[config.mk]
export PLATFORM = sky130hd
export DESIGN_NAME = serial_clock_calendar_ram
export DESIGN_NICKNAME = d
export VERILOG_FILES = /design/src/design/rtc_pkg.sv /design/src/design/serial_clock_calendar_ram.sv
export SDC_FILE = /design/constraint.sdc
export NUM_CORES = 1
export LEC_CHECK = 0
export BUFFER_PORTS_ARGS = -buffer_cell sky130_fd_sc_hd__buf_2
export CAP_MARGIN = 10
export CORE_MARGIN = 2
export CORE_UTILIZATION = 25
export DETAILED_ROUTE_END_ITERATION = 7
export HOLD_SLACK_MARGIN = 0.03
export MAX_ROUTING_LAYER = met4
export SLEW_MARGIN = 20
export SYNTH_ARGS = -nofsm -noshare
export SYNTH_HDL_FRONTEND = slang
export SYNTH_SLANG_ARGS = --single-unit
[constraint.sdc]
create_clock -name clk -period 12.5 [get_ports clk]
set_clock_uncertainty 0.05 [all_clocks]
set_input_delay 1.875 -clock clk [delete_from_list [all_inputs] [get_ports clk]]
set_output_delay 1.875 -clock clk [all_outputs]
set_load 0.03 [all_outputs]
[src/design/rtc_pkg.sv]
// Purpose: Shared constants and types for the serial clock/calendar/RAM
// Assumes: Command, address and register layout of the serial clock part
// Notes: Offsets are register addresses inside each command space

package rtc_pkg;
	// Clock space addresses
	localparam logic [4:0] ADDR_SEC = 5'h00;
	localparam logic [4:0] ADDR_MIN = 5'h01;
	localparam logic [4:0] ADDR_HOUR = 5'h02;
	localparam logic [4:0] ADDR_DATE = 5'h03;
	localparam logic [4:0] ADDR_MONTH = 5'h04;
	localparam logic [4:0] ADDR_WDAY = 5'h05;
	localparam logic [4:0] ADDR_YEAR = 5'h06;
	localparam logic [4:0] ADDR_CTRL = 5'h07;
	localparam logic [4:0] ADDR_BURST = 5'h1f;
	localparam logic [4:0] CLK_LAST = 5'h07;
	localparam logic [4:0] RAM_LAST = 5'h17;
	localparam int RAM_DEPTH = 24;
	// Command byte fields
	localparam int CMD_VALID = 7;
	localparam int CMD_RAM = 6;
	localparam int CMD_READ = 0;
	// Register bit positions
	localparam int HALT_BIT = 7;
	localparam int HOUR12_BIT = 7;
	localparam int PM_BIT = 5;
	localparam int LOCK_BIT = 7;
	localparam int OUTSEL_LO = 5;
	// Reset values
	localparam logic [7:0] SEC_RST = 8'h80;
	localparam logic [7:0] MIN_RST = 8'h00;
	localparam logic [7:0] HOUR_RST = 8'h00;
	localparam logic [7:0] DATE_RST = 8'h01;
	localparam logic [7:0] MONTH_RST = 8'h01;
	localparam logic [7:0] WDAY_RST = 8'h01;
	localparam logic [7:0] YEAR_RST = 8'h00;
	localparam logic [7:0] CTRL_RST = 8'ha0;
	// Half period of ~2 kHz output is ratio / 2^12
	localparam int OUT_2K_SHIFT = 12;
	// Serial link states
	typedef enum logic [1:0] {
		LINK_CMD = 2'b00,
		LINK_WR = 2'b01,
		LINK_RD = 2'b11,
		LINK_IGNORE = 2'b10
	} link_state_t;
	// One buffered register write
	typedef struct packed {
		logic ram;
		logic [4:0] addr;
		logic [7:0] data;
	} wr_entry_t;
endpackage

[src/design/serial_clock_calendar_ram.sv]
// Purpose: Serial-linked BCD clock/calendar with control register and RAM
// Assumes: Serial pins and crystal are asynchronous and much slower than clk
// Notes: Crystal must stay below about 2.5 MHz to be sampled at 10 MHz
// Function
// - Chip select low starts transfer; first eight shift cycles give command byte.
// - Command and write bits sampled on rising edge; read bits driven on falling.
// - Every serial byte moves least significant bit first.
// - Command with bit 7 low ignored, plus all cycles until reselect.
// - Bit 6 picks RAM or clock space, bits 1-5 address, bit 0 read.
// - Address 31 selects burst in the chosen space and stores nothing.
// - Chip select high ends any transfer; new command needed afterwards.
// - Data pin released whenever chip select is high.
// - Write data bytes captured over next eight rising edges; extras ignored.
// - Read bytes driven over eight falling edges; extra cycles retransmit.
// - Time registers at addresses 0-6, all in BCD.
// - Seconds bit 7 halts the one hertz tick; powers up set.
// - Hours bit 7 selects 12-hour; then bit 5 is PM, else tens.
// - Control register at address 7: lock, output select, crystal mode, prescale.
// - Crystal mode picks binary, microprocessor, baud or colour-burst family.
// - Prescale with crystal mode picks divider for an exact one hertz tick.
// - Output select: crystal, half, quarter, or about 2048 Hz.
// - Lock flag powers up set and blocks all register writes.
// - Writing control may clear the lock without altering other bits.
// - Clock burst moves addresses 0 to 7 in order.
// - RAM holds 24 bytes; RAM burst moves all 24 in order.
// - Date rolls at month length; February has 29 days every fourth year.
// - Crystal mode and prescale reset to zero, binary 8.388608 MHz.

`timescale 1ns/1ns
`default_nettype none

module serial_clock_calendar_ram
	import rtc_pkg::*;
#(
	parameter int BUF_DEPTH = 2,
	parameter int DIV_SHIFT = 0
) (
	// Clock and reset
	input wire logic clk,
	input wire logic rst_b,
	// Serial link pins
	input wire logic ce_b,
	input wire logic sclk,
	input wire logic io_in,
	output logic io_out,
	output logic io_oe,
	// Crystal and clock output
	input wire logic xtal_in,
	output logic buffered_clock_out
);
	localparam int PW = (BUF_DEPTH > 1) ? $clog2(BUF_DEPTH) : 1;
	localparam int CW = $clog2(BUF_DEPTH + 1);

	//------------------------------------------------------------
	// Input synchronisers
	//------------------------------------------------------------
	logic ce_m, ce_s, sclk_m, sclk_s, sclk_d, io_m, io_s, xt_m, xt_s, xt_d;
	logic sclk_rise, sclk_fall, xt_rise;

	// Two flops per pin, then a delay stage for edges
	always_ff @(posedge clk) begin
		if (!rst_b) begin
			ce_m <= 1'b1;
			ce_s <= 1'b1;
			sclk_m <= 1'b0;
			sclk_s <= 1'b0;
			sclk_d <= 1'b0;
			io_m <= 1'b0;
			io_s <= 1'b0;
			xt_m <= 1'b0;
			xt_s <= 1'b0;
			xt_d <= 1'b0;
		end else begin
			ce_m <= ce_b;
			ce_s <= ce_m;
			sclk_m <= sclk;
			sclk_s <= sclk_m;
			sclk_d <= sclk_s;
			io_m <= io_in;
			io_s <= io_m;
			xt_m <= xtal_in;
			xt_s <= xt_m;
			xt_d <= xt_s;
		end
	end
	assign sclk_rise = sclk_s & ~sclk_d;
	assign sclk_fall = ~sclk_s & sclk_d;
	assign xt_rise = xt_s & ~xt_d;

	//------------------------------------------------------------
	// Register storage declarations
	//------------------------------------------------------------
	logic [7:0] sec, min, hour, date, month, wday, year, ctrl;
	logic [7:0] ram [RAM_DEPTH];
	logic [7:0] rd_data;
	wr_entry_t wr_head, push_entry;
	logic push_valid, in_ready, out_valid, out_ready, wr_fire, push_fire;
	logic tick, tick_go;

	//------------------------------------------------------------
	// Serial link engine
	//------------------------------------------------------------
	link_state_t state;
	logic [2:0] bit_cnt;
	logic [6:0] sh;
	logic [7:0] next_byte;
	logic space_ram, burst, oe;
	logic [4:0] addr, last_addr;

	// Byte as it stands once this rise is shifted in, LSB first
	assign next_byte = {io_s, sh};
	assign last_addr = space_ram ? RAM_LAST : CLK_LAST;

	always_ff @(posedge clk) begin
		if (!rst_b) begin
			state <= LINK_CMD;
			bit_cnt <= 3'h0;
			sh <= 7'h00;
			space_ram <= 1'b0;
			burst <= 1'b0;
			addr <= 5'h00;
			oe <= 1'b0;
			io_out <= 1'b0;
			push_valid <= 1'b0;
			push_entry <= '0;
		end else begin
			// Pending write survives deselect; it is already committed
			if (push_fire) begin
				push_valid <= 1'b0;
			end
			if (ce_s) begin
				state <= LINK_CMD;
				bit_cnt <= 3'h0;
				oe <= 1'b0;
			end else begin
				unique case (state)
					LINK_CMD: begin
						if (sclk_rise) begin
							sh <= next_byte[7:1];
							bit_cnt <= bit_cnt + 3'h1;
							if (bit_cnt == 3'h7) begin
								space_ram <= next_byte[CMD_RAM];
								burst <= (next_byte[5:1] == ADDR_BURST);
								addr <= (next_byte[5:1] == ADDR_BURST) ? 5'h00 : next_byte[5:1];
								if (!next_byte[CMD_VALID]) begin
									state <= LINK_IGNORE;
								end else if (next_byte[CMD_READ]) begin
									state <= LINK_RD;
								end else begin
									state <= LINK_WR;
								end
							end
						end
					end
					LINK_WR: begin
						if (sclk_rise) begin
							sh <= next_byte[7:1];
							bit_cnt <= bit_cnt + 3'h1;
							if (bit_cnt == 3'h7) begin
								push_valid <= 1'b1;
								push_entry <= '{ram: space_ram, addr: addr, data: next_byte};
								// Single byte or end of burst: rest is ignored
								if (!burst || addr == last_addr) begin
									state <= LINK_IGNORE;
								end else begin
									addr <= addr + 5'h01;
								end
							end
						end
					end
					LINK_RD: begin
						if (sclk_fall) begin
							io_out <= rd_data[bit_cnt];
							oe <= 1'b1;
							bit_cnt <= bit_cnt + 3'h1;
							// Wrap keeps retransmitting while selected
							if (bit_cnt == 3'h7 && burst) begin
								addr <= (addr == last_addr) ? 5'h00 : addr + 5'h01;
							end
						end
					end
					LINK_IGNORE: begin
					end
				endcase
			end
		end
	end
	// Release is combinational so the pin frees on the same cycle
	assign io_oe = oe & ~ce_s;

	// Read mux; unmapped addresses read zero
	always_comb begin
		rd_data = 8'h00;
		if (space_ram) begin
			if (addr <= RAM_LAST) begin
				rd_data = ram[addr];
			end
		end else begin
			case (addr)
				ADDR_SEC: rd_data = sec;
				ADDR_MIN: rd_data = min;
				ADDR_HOUR: rd_data = hour;
				ADDR_DATE: rd_data = date;
				ADDR_MONTH: rd_data = month;
				ADDR_WDAY: rd_data = wday;
				ADDR_YEAR: rd_data = year;
				ADDR_CTRL: rd_data = ctrl;
				default: rd_data = 8'h00;
			endcase
		end
	end

	//------------------------------------------------------------
	// Two-entry write buffer
	//------------------------------------------------------------
	wr_entry_t buf_mem [BUF_DEPTH];
	logic [PW-1:0] wr_ptr, rd_ptr;
	logic [CW-1:0] buf_cnt;

	function automatic logic [PW-1:0] ptr_next(input logic [PW-1:0] p);
		return (p == PW'(BUF_DEPTH - 1)) ? '0 : p + PW'(1);
	endfunction

	assign in_ready = (buf_cnt != CW'(BUF_DEPTH));
	assign out_valid = (buf_cnt != '0);
	// Drain stalls on a tick so calendar update and write never collide
	assign out_ready = ~tick_go;
	assign push_fire = push_valid & in_ready;
	assign wr_fire = out_valid & out_ready;
	assign wr_head = buf_mem[rd_ptr];

	// Pointers and occupancy
	always_ff @(posedge clk) begin
		if (!rst_b) begin
			wr_ptr <= '0;
			rd_ptr <= '0;
			buf_cnt <= '0;
		end else begin
			if (push_fire) begin
				wr_ptr <= ptr_next(wr_ptr);
			end
			if (wr_fire) begin
				rd_ptr <= ptr_next(rd_ptr);
			end
			if (push_fire && !wr_fire) begin
				buf_cnt <= buf_cnt + CW'(1);
			end else if (wr_fire && !push_fire) begin
				buf_cnt <= buf_cnt - CW'(1);
			end
		end
	end

	// Entry storage, data only
	always_ff @(posedge clk) begin
		if (push_fire) begin
			buf_mem[wr_ptr] <= push_entry;
		end
	end

	//------------------------------------------------------------
	// Scratchpad RAM
	//------------------------------------------------------------
	// Lock also guards RAM; address 31 and above 23 store nothing
	always_ff @(posedge clk) begin
		if (wr_fire && wr_head.ram && wr_head.addr <= RAM_LAST && !ctrl[LOCK_BIT]) begin
			ram[wr_head.addr] <= wr_head.data;
		end
	end

	//------------------------------------------------------------
	// Calendar arithmetic
	//------------------------------------------------------------
	function automatic logic [7:0] bcd_inc(input logic [7:0] v);
		return (v[3:0] == 4'h9) ? {v[7:4] + 4'h1, 4'h0} : {v[7:4], v[3:0] + 4'h1};
	endfunction

	logic [7:0] sec_inc, min_inc, h12_inc, h24_inc, date_inc, month_inc, year_inc, wday_inc;
	logic [7:0] next_hour, last_day;
	logic day_end, leap;

	assign sec_inc = bcd_inc({1'b0, sec[6:0]});
	assign min_inc = bcd_inc(min);
	assign h12_inc = bcd_inc({3'b000, hour[4:0]});
	assign h24_inc = bcd_inc({2'b00, hour[5:0]});
	assign date_inc = bcd_inc({2'b00, date[5:0]});
	assign month_inc = bcd_inc(month);
	assign year_inc = bcd_inc(year);
	assign wday_inc = bcd_inc({1'b0, wday[6:0]});
	// Every fourth year: tens even with 0/4/8, tens odd with 2/6
	assign leap = year[4] ? (year[3:0] == 4'h2 || year[3:0] == 4'h6) :
		(year[3:0] == 4'h0 || year[3:0] == 4'h4 || year[3:0] == 4'h8);

	// Last day of the current month in BCD
	always_comb begin
		unique case (month)
			8'h02: last_day = leap ? 8'h29 : 8'h28;
			8'h04, 8'h06, 8'h09, 8'h11: last_day = 8'h30;
			default: last_day = 8'h31;
		endcase
	end

	// Hour step in either format; flags the day boundary
	always_comb begin
		next_hour = hour;
		day_end = 1'b0;
		if (hour[HOUR12_BIT]) begin
			if (hour[4:0] == 5'h11) begin
				next_hour = {hour[7:6], ~hour[PM_BIT], 5'h12};
				day_end = hour[PM_BIT];
			end else if (hour[4:0] == 5'h12) begin
				next_hour = {hour[7:5], 5'h01};
			end else begin
				next_hour = {hour[7:5], h12_inc[4:0]};
			end
		end else if (hour[5:0] == 6'h23) begin
			next_hour = {hour[7:6], 6'h00};
			day_end = 1'b1;
		end else begin
			next_hour = {hour[7:6], h24_inc[5:0]};
		end
	end

	//------------------------------------------------------------
	// Time and control registers
	//------------------------------------------------------------
	always_ff @(posedge clk) begin
		if (!rst_b) begin
			sec <= SEC_RST;
			min <= MIN_RST;
			hour <= HOUR_RST;
			date <= DATE_RST;
			month <= MONTH_RST;
			wday <= WDAY_RST;
			year <= YEAR_RST;
			ctrl <= CTRL_RST;
		end else if (wr_fire && !wr_head.ram) begin
			if (wr_head.addr == ADDR_CTRL) begin
				if (!ctrl[LOCK_BIT]) begin
					ctrl <= wr_head.data;
				end else if (!wr_head.data[LOCK_BIT]) begin
					ctrl[LOCK_BIT] <= 1'b0;
				end
			end else if (!ctrl[LOCK_BIT]) begin
				case (wr_head.addr)
					ADDR_SEC: sec <= wr_head.data;
					ADDR_MIN: min <= wr_head.data;
					ADDR_HOUR: hour <= wr_head.data;
					ADDR_DATE: date <= wr_head.data;
					ADDR_MONTH: month <= wr_head.data;
					ADDR_WDAY: wday <= wr_head.data;
					ADDR_YEAR: year <= wr_head.data;
					default: begin
					end
				endcase
			end
		end else if (tick_go) begin
			if (sec[6:0] != 7'h59) begin
				sec[6:0] <= sec_inc[6:0];
			end else begin
				sec[6:0] <= 7'h00;
				if (min != 8'h59) begin
					min <= min_inc;
				end else begin
					min <= 8'h00;
					hour <= next_hour;
					if (day_end) begin
						wday[6:0] <= (wday[6:0] == 7'h07) ? 7'h01 : wday_inc[6:0];
						if (date[5:0] != last_day[5:0]) begin
							date[5:0] <= date_inc[5:0];
						end else begin
							date[5:0] <= 6'h01;
							if (month != 8'h12) begin
								month <= month_inc;
							end else begin
								month <= 8'h01;
								year <= (year == 8'h99) ? 8'h00 : year_inc;
							end
						end
					end
				end
			end
		end
	end

	//------------------------------------------------------------
	// Crystal dividers
	//------------------------------------------------------------
	// Crystal edges per second for each mode and prescale code
	function automatic logic [23:0] div_ratio(input logic [4:0] sel);
		unique case (sel[4:3])
			2'b00: div_ratio = sel[2:1] == 2'h0 ? 24'h800000 : sel[2:1] == 2'h1 ? 24'h400000 :
				sel[2:1] == 2'h2 ? 24'h200000 : (sel[0] ? 24'h008000 : 24'h100000);
			2'b01: unique case (sel[2:0])
				3'h0: div_ratio = 24'h7a1200;
				3'h1: div_ratio = 24'h4c4b40;
				3'h2: div_ratio = 24'h3d0900;
				3'h3: div_ratio = 24'h2625a0;
				3'h4: div_ratio = 24'h1e8480;
				3'h5: div_ratio = 24'h1312d0;
				3'h6: div_ratio = 24'h0f4240;
				3'h7: div_ratio = 24'h007a12;
			endcase
			2'b10: div_ratio = sel[2:1] == 2'h0 ? 24'h708000 : sel[2:1] == 2'h1 ? 24'h384000 :
				sel[2:1] == 2'h2 ? 24'h1c2000 : (sel[0] ? 24'h007080 : 24'h0e1000);
			2'b11: div_ratio = sel[2:1] == 2'h0 ? 24'h6d3d00 : sel[2:1] == 2'h1 ? 24'h369e80 :
				sel[2:1] == 2'h2 ? 24'h1b4f40 : (sel[0] ? 24'h006d3d : 24'h0da7a0);
		endcase
	endfunction

	logic [23:0] ratio, div_cnt;
	logic [11:0] k2_cnt, k2_half;
	logic [1:0] q_cnt;
	logic k2_clk;

	assign ratio = div_ratio(ctrl[4:0]) >> DIV_SHIFT;
	assign k2_half = (div_ratio(ctrl[4:0]) >> OUT_2K_SHIFT) == 24'h0 ? 12'h001 :
		12'(div_ratio(ctrl[4:0]) >> OUT_2K_SHIFT);
	assign tick_go = tick & ~sec[HALT_BIT];

	// One hertz tick; >= keeps a shrunk ratio from stalling
	always_ff @(posedge clk) begin
		if (!rst_b) begin
			div_cnt <= 24'h0;
			tick <= 1'b0;
		end else begin
			tick <= 1'b0;
			if (xt_rise) begin
				if (div_cnt >= ratio - 24'h1) begin
					div_cnt <= 24'h0;
					tick <= 1'b1;
				end else begin
					div_cnt <= div_cnt + 24'h1;
				end
			end
		end
	end

	// Output divider chain and select
	always_ff @(posedge clk) begin
		if (!rst_b) begin
			q_cnt <= 2'h0;
			k2_cnt <= 12'h0;
			k2_clk <= 1'b0;
			buffered_clock_out <= 1'b0;
		end else begin
			if (xt_rise) begin
				q_cnt <= q_cnt + 2'h1;
				if (k2_cnt >= k2_half - 12'h1) begin
					k2_cnt <= 12'h0;
					k2_clk <= ~k2_clk;
				end else begin
					k2_cnt <= k2_cnt + 12'h1;
				end
			end
			unique case (ctrl[OUTSEL_LO+1:OUTSEL_LO])
				2'b00: buffered_clock_out <= xt_s;
				2'b01: buffered_clock_out <= q_cnt[0];
				2'b10: buffered_clock_out <= q_cnt[1];
				2'b11: buffered_clock_out <= k2_clk;
			endcase
		end
	end
endmodule

`default_nettype wire

==> impl_metrics.sql, run 1 <==
INSERT INTO impl_metrics (metric_group, metric, value, unit) VALUES
('synthesis', 'mappedNetlistArea', '19500', 'sq um'),
('synthesis', 'netlist_instances', '1772', ''),
('timing', 'fin_tns_setup', '0', 'ps'),
('global_routing', 'total_congestion_overflow_after_global_routing', '0', ''),
('clocking', 'clkSlewWorstSetupHoldPaths', '60', 'ps'),
('synthesis', 'asr_flop_ratio_synth', '0', '%'),
('timing', 'final-hold-violation-count', '0', ''),
('pwr', 'cellInternalPower', '2.28', 'mW'),
('timing', 'worst_hold_slack', '353', 'ps'),
('drt', 'highest_layer', 'met4', ''),
('pwr', 'netSwitchingPower', '0.726', 'mW'),
('worst_setup_path', 'critical_path_required', '12960', 'ps'),
('clocking', 'clockRootBuffer', 'clkbuf_16', ''),
('drt', 'postRouteAntennaNets', '0', ''),
('drt', 'met2WireLength', '23.0', 'mm'),
('pwr', 'switching_share', '24.2', '%'),
('flow_run', 'cap_viol_max_count', '0', ''),
('global_routing', 'grt_max_degree', '55', ''),
('synthesis', 'sequential_to_total_area_share_from_yosys_stat', '52.3', '%'),
('clocking', 'cts_buffers', '44', ''),
('pwr', 'fin_total_pwr', '3.00', 'mW'),
('timing', 'timing.final.max_slew_violations', '0', ''),
('pwr', 'power.share.clock', '45.2', '%'),
('die', 'die_width', '284', 'microns'),
('die', 'dieArea', '80400', 'sq um'),
('placement', 'post-dp-hpwl', '34.0', 'mm'),
('placement', 'cell_area_reported_after_detailed_placement', '20700', 'sq um'),
('clocking', 'cts_num_sinks', '401', ''),
('clocking', 'clock_latency', '580', 'ps'),
('finish', 'net_count_reported_at_finish', '1854', ''),
('clocking', 'cts-resized-gates', '0', ''),
('worst_setup_path', 'worstSetupStartpointType', 'register', ''),
('drt', 'drtIter0Drc', '1408', ''),
('worst_setup_path', 'setup.worst_path.class', 'register to register', ''),
('worst_setup_path', 'worst_setup_path_end_kind', 'register', ''),
('synthesis', 'syn-num-nets', '1858', ''),
('synthesis', 'synth_area_per_cell', '11.0', 'sq um'),
('pwr', 'share_comb_of_total_power', '7.3', '%'),
('worst_setup_path', 'worstPathArrival', '5880', 'ps'),
('outcome', 'status', 'finished clean', ''),
('clocking', 'cts_buffer_depth', '3', ''),
('drt', 'drc', '0', ''),
('timing', 'min_period', '5420', 'ps'),
('hold_path', 'hold_path_class', 'register to register', ''),
('die', 'initial_utilization', '25.2', '%'),
('finish', 'area_of_all_placed_cells_without_fillers', '22200', 'sq um'),
('die', 'die-height', '284', 'microns'),
('worst_setup_path', 'critPathMaxFanout', '27', ''),
('synthesis', 'synth_edf_count', '220', ''),
('die', 'total_core_area', '77500', 'sq um'),
('timing', 'post-route-period-util', '43.4', '%'),
('clocking', 'htree_num_levels', '2', ''),
('placement', 'port_buffers', '8', ''),
('timing', 'max-slew-margin-rel', '32.9', '%'),
('synthesis', 'synthDistinctLibCells', '91', ''),
('timing', 'rsz0062_at_grt', 'false', ''),
('clocking', 'cts_setup_buffers', '0', ''),
('global_routing', 'gr-usage-all-layers', '12.6', '%'),
('timing', 'worstMarginPinSlew', '1010', 'ps'),
('global_routing', 'antenna_found_initial', '2', ''),
('pwr', 'power_frac_seq', '47.4', '%'),
('drt', 'detailroute.via_count', '13900', ''),
('die', 'number_of_cell_rows', '102', ''),
('global_routing', 'first_global_vias', '13700', ''),
('synthesis', 'synth.ff_latch_count', '401', ''),
('finish', 'post_route_cells_drive_above_1_share', '10.9', '%'),
('placement', 'place_congestion', '0.901', ''),
('drt', 'firstDrtPassIters', '6', ''),
('synthesis', 'warnings_synthesis', '0', ''),
('global_routing', 'global_route_wire_length_before_repair', '78.5', 'mm'),
('drt', 'drt-met1-wl', '22.3', 'mm'),
('pwr', 'power_per_cell_area', '135', 'nW/um^2'),
('die', 'design.portCount', '9', ''),
('finish', 'area_growth_syn_to_layout', '13.7', '%'),
('pwr', 'ir_drop', '93.4', 'uV'),
('synthesis', 'synth_ff_type', 'edfxtp_1', ''),
('clocking', 'cts_tree', 'yes', ''),
('worst_setup_path', 'regToRegSetupSlack', '7080', 'ps'),
('clocking', 'cts-hold-fix-buffers', '0', ''),
('timing', 'setup-violations-final', '0', ''),
('drt', 'wl', '49.9', 'mm'),
('drt', 'routedWlPerCell', '17.6', 'microns'),
('pwr', 'leakage_power_figure', '7.66', 'nW'),
('timing', 'fmax', '185', 'MHz'),
('drt', 'via_per_inst', '4.89', ''),
('drt', 'routed-wl-met3', '3.34', 'mm'),
('finish', 'insertedDiodeCount', '0', '');
## cells by family (layout without fill, tap and decap cells)
| kind of cell | after synthesis | count (layout) | synth area share, % |
|---|---|---|---|
| mux | 117 | 117 | 9.29 |
| xor+xnor | 66 | 66 | 2.96 |
| compound gates | 370 | 370 | 12.2 |
| flops | 401 | 401 | 52.3 |
| fa+ha+maj | 80 | 80 | 5.12 |
| simple gates | 596 | 596 | 15.0 |
| buf+inv | 142 | 174 | 3.14 |
## Yosys cell counts, types with 16 or more instances
cell,number,area (sq um)
o211ai_1,18,135
nand2_1,136,510
inv_1,57,214
mux4_2,50,1130
ha_1,80,1000
o21ai_0,105,526
nand4_1,22,138
nor2_1,192,721
dfxtp_1,181,3620
nor2b_1,18,113
mux2i_1,52,521
nor3_1,35,175
nand2b_1,23,144
nor3b_1,19,143
edfxtp_1,220,6610
a21oi_1,91,455
and2_1,26,163
clkbuf_1,51,191
nand3b_1,16,120
xnor2_1,28,245
a21o_1,17,128
nand3_1,52,260
xor2_1,38,333
## metal layers
metal	vias up	global-route usage, %
met4	0	3.60
met5	-	-
met1	6827	16.3
met2	436	19.9
met3	82	2.46
li1	6571	-
## layout make-up
cell class | instances | area, sq um
Inverter | 58 | 218
Fill cell | 7950 | 55200
Timing Repair Buffer | 34 | 235
Tap cell | 1040 | 1300
Clock buffer | 60 | 1240
Clock inverter | 22 | 273
Sequential cell | 401 | 10200
Multi-Input combinational cell | 1229 | 8720
## power by group through the flow
stage	sequential [mW]	combinational, mW	clock (mW)
after floorplan	1.45	0.141	0
after global placement	1.45	0.213	0
after CTS	1.42	0.218	1.39
after global routing	1.42	0.238	1.44
after detailed placement	1.45	0.218	0
final	1.42	0.220	1.36
## stage by stage
step                std cells  utilization [%]  setup slack, ps
CTS                      2844             28.7             7100
floorplan                1772                -             7920
global placement         2762             26.7             7180
global route             2844             28.7             6560
finish                   2844             28.7             7080
detailed placement       2762             26.7             7120
## layout by cell type (no fill, tap or decap), types with 12 or more instances in the layout
cell type,Yosys,routed
nor2b_1,18,18
a21o_1,17,17
nand3b_1,16,16
o211ai_1,18,18
nor3b_1,19,19
dfxtp_1,181,179
nand3_1,52,52
o22ai_1,12,12
nor2_1,192,191
mux2_2,15,15
o21ai_0,105,105
mux2i_1,52,52
a21oi_1,91,91
mux4_2,50,50
and3_1,13,13
xor2_1,38,38
a211oi_1,13,13
and2_1,26,26
nor3_1,35,34
nand4_1,22,22
a31oi_1,13,13
ha_1,80,80
nand2b_1,23,23
o31ai_1,13,13
inv_1,57,56
clkbuf_16,0,45
a22oi_1,15,15
xnor2_1,28,28
buf_4,3,26
nand2_1,136,136
edfxtp_1,220,220
or3_1,12,12
## sequential cells by signal (all words and copies together) (netlist names), 12 cells and up, named ones only
name        flops
buf_mem        28
div_cnt        24
k2_cnt         12
push_entry     14
ram           192
## worst paths after layout
check	from	endpoint	cells after the start
min	ce_m$_SDFF_PN1_	ce_s$_SDFF_PN1_	1
min reg2reg	ce_m$_SDFF_PN1_	ce_s$_SDFF_PN1_	1
max reg2reg	ctrl[4]$_SDFFE_PN0P_	k2_cnt[3]$_SDFFE_PN0P_	20
max	ctrl[4]$_SDFFE_PN0P_	k2_cnt[3]$_SDFFE_PN0P_	20
## critical path: stages (launching register included)
cell and delay (ps):
dfxtp_1 880, inv_1 400, mux4_2 590, a311o_1 350
nor2_1 190, nand2_1 130, nor2_1 280, a31oi_1 180
ha_1 300, inv_1 80, nor3_1 60, xnor2_1 140
ha_1 180, a21o_1 160, a21o_1 170, a21o_1 180
a211oi_1 290, o211ai_1 170, nand3_1 150, nand2_1 240
nor2_1 180
Note: power is estimated with default switching activity, not from simulation.
==> run 2: changes to the inputs <==
- clock period: 12.5 -> 4.65 ns (I/O delays scaled with it)
==> run 2 against run 1 <==
Compared with the run above: register-to-register slack got worse by 6800 ps; die area did not move; first-iteration DRC count fell by 11%; power rose to 2.7 times the previous value; hold slack got worse by 110 ps; sequential power rose to 2.7 times the previous value; utilization rose by 0.39 points; clock-buffer cell count did not move; cell area rose by 1.4%; critical path depth did not move; global-route usage rose by 0.055 points; sequential share of layout area fell by 0.62 points; highest routed layer unchanged.
==> impl_metrics.sql, run 2 (synthesis gave the netlist of run 1 again) <==
INSERT INTO impl_metrics (metric_group, metric, value, unit) VALUES
('global_routing', 'total_congestion_overflow_after_global_routing', '0', ''),
('timing', 'min_period', '4340', 'ps'),
('timing', 'timing.final.max_slew_violations', '0', ''),
('timing', 'fin_tns_setup', '0', 'ps'),
('worst_setup_path', 'critical_path_required', '5080', 'ps'),
('timing', 'worstMarginPinSlew', '1010', 'ps'),
('global_routing', 'antenna_found_initial', '0', ''),
('global_routing', 'global_route_wire_length_before_repair', '79.1', 'mm'),
('drt', 'via_per_inst', '4.89', ''),
('finish', 'final_cell_mix', 'edfxtp_1, nor2_1, dfxtp_1', ''),
('die', 'total_core_area', '77500', 'sq um'),
('worst_setup_path', 'critPathMaxFanout', '4', ''),
('clocking', 'htree_num_levels', '2', ''),
('timing', 'post-route-period-util', '93.4', '%'),
('die', 'dieArea', '80400', 'sq um'),
('global_routing', 'met1_usage', '16.2', '%'),
('finish', 'area_growth_syn_to_layout', '15.2', '%'),
('drt', 'routedWlPerCell', '17.5', 'microns'),
('worst_setup_path', 'critPathMaxStageDelay', '510', 'ps'),
('finish', 'post_route_cells_drive_above_1_share', '13.1', '%'),
('finish', 'utilization', '29.1', '%'),
('worst_setup_path', 'worst_setup_path_end_kind', 'register', ''),
('finish', 'top_register_by_number_of_flip_flops', 'ram', ''),
('worst_setup_path', 'timing.critical_path.mode_cell', 'ha_1', ''),
('clocking', 'clkSlewWorstSetupHoldPaths', '60', 'ps'),
('pwr', 'power_per_cell_area', '359', 'nW/um^2'),
('die', 'design.portCount', '9', ''),
('clocking', 'cts_num_sinks', '401', ''),
('finish', 'multiInputGateArea', '8760', 'sq um'),
('finish', 'largest_register_ff_count', '192', ''),
('global_routing', 'grt_max_degree', '49', ''),
('global_routing', 'grt_use_met2', '20.1', '%'),
('die', 'initial_utilization', '25.2', '%'),
('worst_setup_path', 'cp_top_family', 'compound AO/OA/AOI/OAI gates', ''),
('finish', 'insertedDiodeCount', '0', ''),
('pwr', 'leakage_power_figure', '7.82', 'nW'),
('finish', 'layout.filler_cells', '7953', ''),
('drt', 'postRouteAntennaNets', '0', ''),
('global_routing', 'gr-usage-all-layers', '12.6', '%'),
('placement', 'port_buffers', '8', ''),
('worst_setup_path', 'critical-path-slowest-cell', 'mux4_2', ''),
('drt', 'drtIter0Drc', '1249', ''),
('drt', 'wl', '50.3', 'mm'),
('clocking', 'clock_latency', '590', 'ps'),
('worst_setup_path', 'critical_path_buf_inv_count', '2', ''),
('clocking', 'clockRootBuffer', 'clkbuf_16', ''),
('flow_run', 'cap_viol_max_count', '0', ''),
('die', 'die-height', '284', 'microns'),
('global_routing', 'grt.met3_usage', '2.30', '%'),
('outcome', 'status', 'finished clean', ''),
('timing', 'fmax', '230', 'MHz'),
('placement', 'post-dp-hpwl', '34.8', 'mm'),
('hold_path', 'hold_path_class', 'input port to register', ''),
('die', 'number_of_cell_rows', '102', ''),
('drt', 'detailroute.via_count', '14100', ''),
('finish', 'layout_top_registers', 'ram x192, buf_mem x28, div_cnt x24', ''),
('timing', 'final-hold-violation-count', '0', ''),
('finish', 'layout.area.seq', '10200', 'sq um'),
('clocking', 'cts_buffers', '43', ''),
('clocking', 'cts_tree', 'yes', ''),
('timing', 'setup-violations-final', '0', ''),
('clocking', 'cts_buffer_depth', '3', ''),
('die', 'die_width', '284', 'microns'),
('worst_setup_path', 'setup.worst_path.class', 'register to register', ''),
('placement', 'place_congestion', '0.922', ''),
('finish', 'net_count_reported_at_finish', '1887', ''),
('worst_setup_path', 'worstPathCellList', 'inv_1 > ha_1 > mux4_2 > a311o_1 > nor2_1 > nand2_1 > nor2_2 > a31oi_2 > ha_1 > buf_4 > nand3_1 > xnor2_1 > ha_1 > a21o_1 > a21o_1 > a211oi_2 > o211ai_1 > nand3_2 > xnor2_1 > and2_1', ''),
('timing', 'max-slew-margin-rel', '32.9', '%'),
('worst_setup_path', 'worstPathArrival', '4770', 'ps'),
('pwr', 'ir_drop', '243', 'uV'),
('worst_setup_path', 'worstSetupStartpointType', 'register', ''),
('drt', 'drc', '0', ''),
('global_routing', 'top_usage_layer', 'met2', ''),
('drt', 'firstDrtPassIters', '6', ''),
('finish', 'layout.cells.most_common', 'edfxtp_1', ''),
('global_routing', 'first_global_vias', '14000', ''),
('timing', 'rsz0062_at_grt', 'false', '');
-- run 2: timing repair --
action | in CTS | in global routing
setup endpoints to repair | 0 | 36
hold buffers | 0 | 0
resized for setup | 0 | 14
buffers inserted | 0 | 1
-- run 2: metal layers --
metal  vias up  routed length (microns)
li1       6622                        -
met1      6891                    22600
met2       435                    23300
met3       107                     3050
met4         0                     1390
met5         -                        0
-- run 2: final timing paths --
| path | start | depth (start not counted) | slack, ps | endpoint |
|---|---|---|---|---|
| hold / removal | ce_b | 2 | 250 | ce_m$_SDFF_PN1_ |
| setup / recovery | ctrl[1]$_SDFFE_PN0P_ | 20 | 310 | k2_clk$_SDFFE_PN0P_ |
| setup reg to reg | ctrl[1]$_SDFFE_PN0P_ | 20 | 310 | k2_clk$_SDFFE_PN0P_ |
| hold reg to reg | ce_m$_SDFF_PN1_ | 1 | 360 | ce_s$_SDFF_PN1_ |
-- run 2: cell type report --
cell class,instances,share of cell area [%]
clock buffer,60,5.39
clock inverter,20,1.37
inverter,58,0.967
multi-input combinational,1229,38.9
sequential,401,45.4
tap,1040,5.78
timing repair buffer,68,2.19
-- run 2: metrics by stage --
stage	cells	total power, mW	hold slack, ps	area (sq um)	setup slack (ps)
2_1_floorplan	1772	4.28	336	19500	69.3
3_3_place_gp	2795	4.48	348	20900	161
3_5_place_dp	2795	4.50	355	20900	58.8
4_1_cts	2875	8.16	222	22500	34.4
5_1_grt	2876	8.34	240	22500	1.68
6_report	2876	8.08	246	22500	306
-- run 2: report_power, final --
group	internal [mW]	switching, mW
combinational	0.142	0.438
clock	2.18	1.48
sequential	3.81	0.0295
total	6.13	1.95
==> run 3: changes to the inputs <==
- CORE_UTILIZATION: 25 -> 58
- PLACE_DENSITY: not set -> 0.77
- SKIP_LAST_GASP: not set -> 1
==> run 3 against run 2 <==
Compared with the run above: flip-flop and latch count unchanged; critical path depth increased by 1; via count increased by 0.71%; cell area decreased by 4.3%; hold slack improved by 20 ps; combinational power decreased by 2%; sequential share of layout area increased by 2.0 points.
==> impl_metrics.sql, run 3 (synthesis gave the netlist of run 1 again) <==
INSERT INTO impl_metrics (metric_group, metric, value, unit) VALUES
('outcome', 'status', 'finished clean', ''),
('placement', 'port_buffers', '8', ''),
('finish', 'finished_layout_cells', '2269', ''),
('flow_run', 'cap_viol_max_count', '0', ''),
('finish', 'area_growth_syn_to_layout', '10.3', '%'),
('pwr', 'ir_drop', '261', 'uV'),
('placement', 'cell_area_reported_after_detailed_placement', '20100', 'sq um'),
('die', 'die-height', '188', 'microns'),
('die', 'dieArea', '35200', 'sq um'),
('die', 'die_width', '188', 'microns'),
('finish', 'largest_register_ff_count', '192', ''),
('timing', 'fin_tns_setup', '0', 'ps'),
('global_routing', 'grt_max_degree', '85', ''),
('drt', 'wl', '48.6', 'mm'),
('worst_setup_path', 'worst_setup_path_end_kind', 'register', ''),
('finish', 'layout.filler_cells', '2619', ''),
('pwr', 'leakage_power_figure', '7.73', 'nW'),
('pwr', 'power_per_cell_area', '360', 'nW/um^2'),
('timing', 'timing.final.max_slew_violations', '0', ''),
('placement', 'post-dp-hpwl', '33.2', 'mm'),
('hold_path', 'hold_path_class', 'input port to register', ''),
('die', 'initial_utilization', '58.6', '%'),
('pwr', 'power.share.clock', '43.2', '%'),
('clocking', 'cts_num_sinks', '401', ''),
('global_routing', 'first_global_vias', '13700', ''),
('clocking', 'cts_tree', 'yes', ''),
('worst_setup_path', 'critical_path_required', '5040', 'ps'),
('drt', 'postRouteAntennaNets', '0', ''),
('pwr', 'netSwitchingPower', '1.89', 'mW'),
('placement', 'place_worst_setup_slack', '6.23', 'ps'),
('worst_setup_path', 'setup.worst_path.class', 'register to register', ''),
('clocking', 'cts_buffers', '41', ''),
('timing', 'post-route-period-util', '94.4', '%'),
('die', 'number_of_cell_rows', '67', ''),
('finish', 'final_cell_mix', 'edfxtp_1, nor2_1, dfxtp_1', ''),
('timing', 'fmax', '228', 'MHz'),
('clocking', 'clock_latency', '570', 'ps'),
('finish', 'post_route_cells_drive_above_1_share', '12.6', '%'),
('die', 'total_core_area', '33400', 'sq um'),
('global_routing', 'total_congestion_overflow_after_global_routing', '0', ''),
('pwr', 'cellInternalPower', '5.88', 'mW'),
('finish', 'layout_top_registers', 'ram x192, buf_mem x28, div_cnt x24', ''),
('worst_setup_path', 'critPathMaxFanout', '6', ''),
('drt', 'drtIter0Drc', '1327', ''),
('timing', 'max-slew-margin-rel', '26.1', '%'),
('clocking', 'clockRootBuffer', 'clkbuf_16', ''),
('clocking', 'htree_num_levels', '2', ''),
('finish', 'layout.area.seq', '10200', 'sq um'),
('pwr', 'share_comb_of_total_power', '7.3', '%'),
('drt', 'via_per_inst', '6.24', ''),
('pwr', 'power_frac_seq', '49.4', '%'),
('timing', 'final-hold-violation-count', '0', ''),
('finish', 'top_register_by_number_of_flip_flops', 'ram', ''),
('clocking', 'clkSlewWorstSetupHoldPaths', '60', 'ps'),
('pwr', 'switching_share', '24.3', '%'),
('timing', 'worstMarginPinSlew', '1110', 'ps'),
('clocking', 'cts_buffer_depth', '3', ''),
('finish', 'insertedDiodeCount', '0', ''),
('finish', 'layout.cells.most_common', 'edfxtp_1', ''),
('global_routing', 'global_route_wire_length_before_repair', '76.1', 'mm'),
('finish', 'area_of_all_placed_cells_without_fillers', '21600', 'sq um'),
('placement', 'place_congestion', '0.936', ''),
('finish', 'multiInputGateArea', '8760', 'sq um'),
('timing', 'post-route-worst-setup-slack', '258', 'ps'),
('finish', 'net_count_reported_at_finish', '1874', ''),
('global_routing', 'gr-usage-all-layers', '28.5', '%'),
('worst_setup_path', 'worstSetupStartpointType', 'register', ''),
('drt', 'detailroute.via_count', '14200', ''),
('drt', 'drc', '0', ''),
('timing', 'setup-violations-final', '0', ''),
('drt', 'routedWlPerCell', '21.4', 'microns'),
('global_routing', 'antenna_found_initial', '0', ''),
('timing', 'min_period', '4390', 'ps'),
('die', 'design.portCount', '9', ''),
('clocking', 'cts-hold-fix-buffers', '0', ''),
('worst_setup_path', 'worstPathArrival', '4780', 'ps'),
('drt', 'firstDrtPassIters', '6', ''),
('placement', 'dp.cells', '2192', '');
## run 3: cell count changes in the layout (fill, tap and decap cells not counted), sizes merged
cell      change
buf          -11
clkbuf        -6
clkinv        +6
clkinvlp      -4
bufinv        -3
inv           +3
## run 3: per-stage QoR
stage	hold slack (ps)	util [%]	power, mW
2_1_floorplan	336	-	4.28
3_3_place_gp	349	60.3	4.46
3_5_place_dp	352	60.3	4.47
4_1_cts	258	64.5	7.79
5_1_grt	255	64.6	7.97
6_report	266	64.6	7.77
## run 3: final timing paths
check,to,startpoint,slack (ps),cells past startpoint
setup / recovery,k2_clk$_SDFFE_PN0P_,ctrl[2]$_SDFFE_PN0P_,260,21
hold / removal,ce_m$_SDFF_PN1_,ce_b,270,2
setup reg to reg,k2_clk$_SDFFE_PN0P_,ctrl[2]$_SDFFE_PN0P_,260,21
hold reg to reg,ce_s$_SDFF_PN1_,ce_m$_SDFF_PN1_,360,1
## run 3: layout make-up
type                            count  area share [%]
Timing Repair Buffer               57            1.89
Clock inverter                     22            1.11
Multi-Input combinational cell   1229            40.6
Clock buffer                       54            5.31
Sequential cell                   401            47.5
Inverter                           58            1.01
Tap cell                          448            2.60
## run 3: timing repair
action	in CTS	in global routing
endpoints found under the setup margin	3	38
pin swaps	0	1
buffers inserted	0	1
resized for setup	1	13
## run 3: power groups by stage
stage / Sequential [mW] / Combinational, mW / Clock [mW]
2_1_floorplan: 3.90 / 0.380 / 0
3_3_place_gp: 3.91 / 0.543 / 0
3_5_place_dp: 3.92 / 0.556 / 0
4_1_cts: 3.84 / 0.559 / 3.39
5_1_grt: 3.84 / 0.610 / 3.52
6_report: 3.84 / 0.570 / 3.36
## run 3: critical path, stage by stage, from the launching register on
cell and delay [ps]:
dfxtp_2 340, inv_1 130, ha_1 280, nor4_1 80
mux4_2 490, a311o_1 350, nor2_1 140, nand2_1 130
nor2_1 160, a31oi_1 120, ha_1 240, buf_4 150
nand3_1 70, xnor2_1 130, ha_1 270, a21o_1 160
a21o_1 200, a211oi_2 270, o211ai_1 170, nand3_2 140
xnor2_1 70, and2_1 160
## run 3: metal layers
metal | wire length, microns | vias to the layer above | global-route usage (%)
li1 | - | 6601 | -
met1 | 20600 | 6902 | 37.1
met2 | 22700 | 531 | 45.0
met3 | 3630 | 121 | 5.22
met4 | 1690 | 0 | 10.2
met5 | 0 | - | -
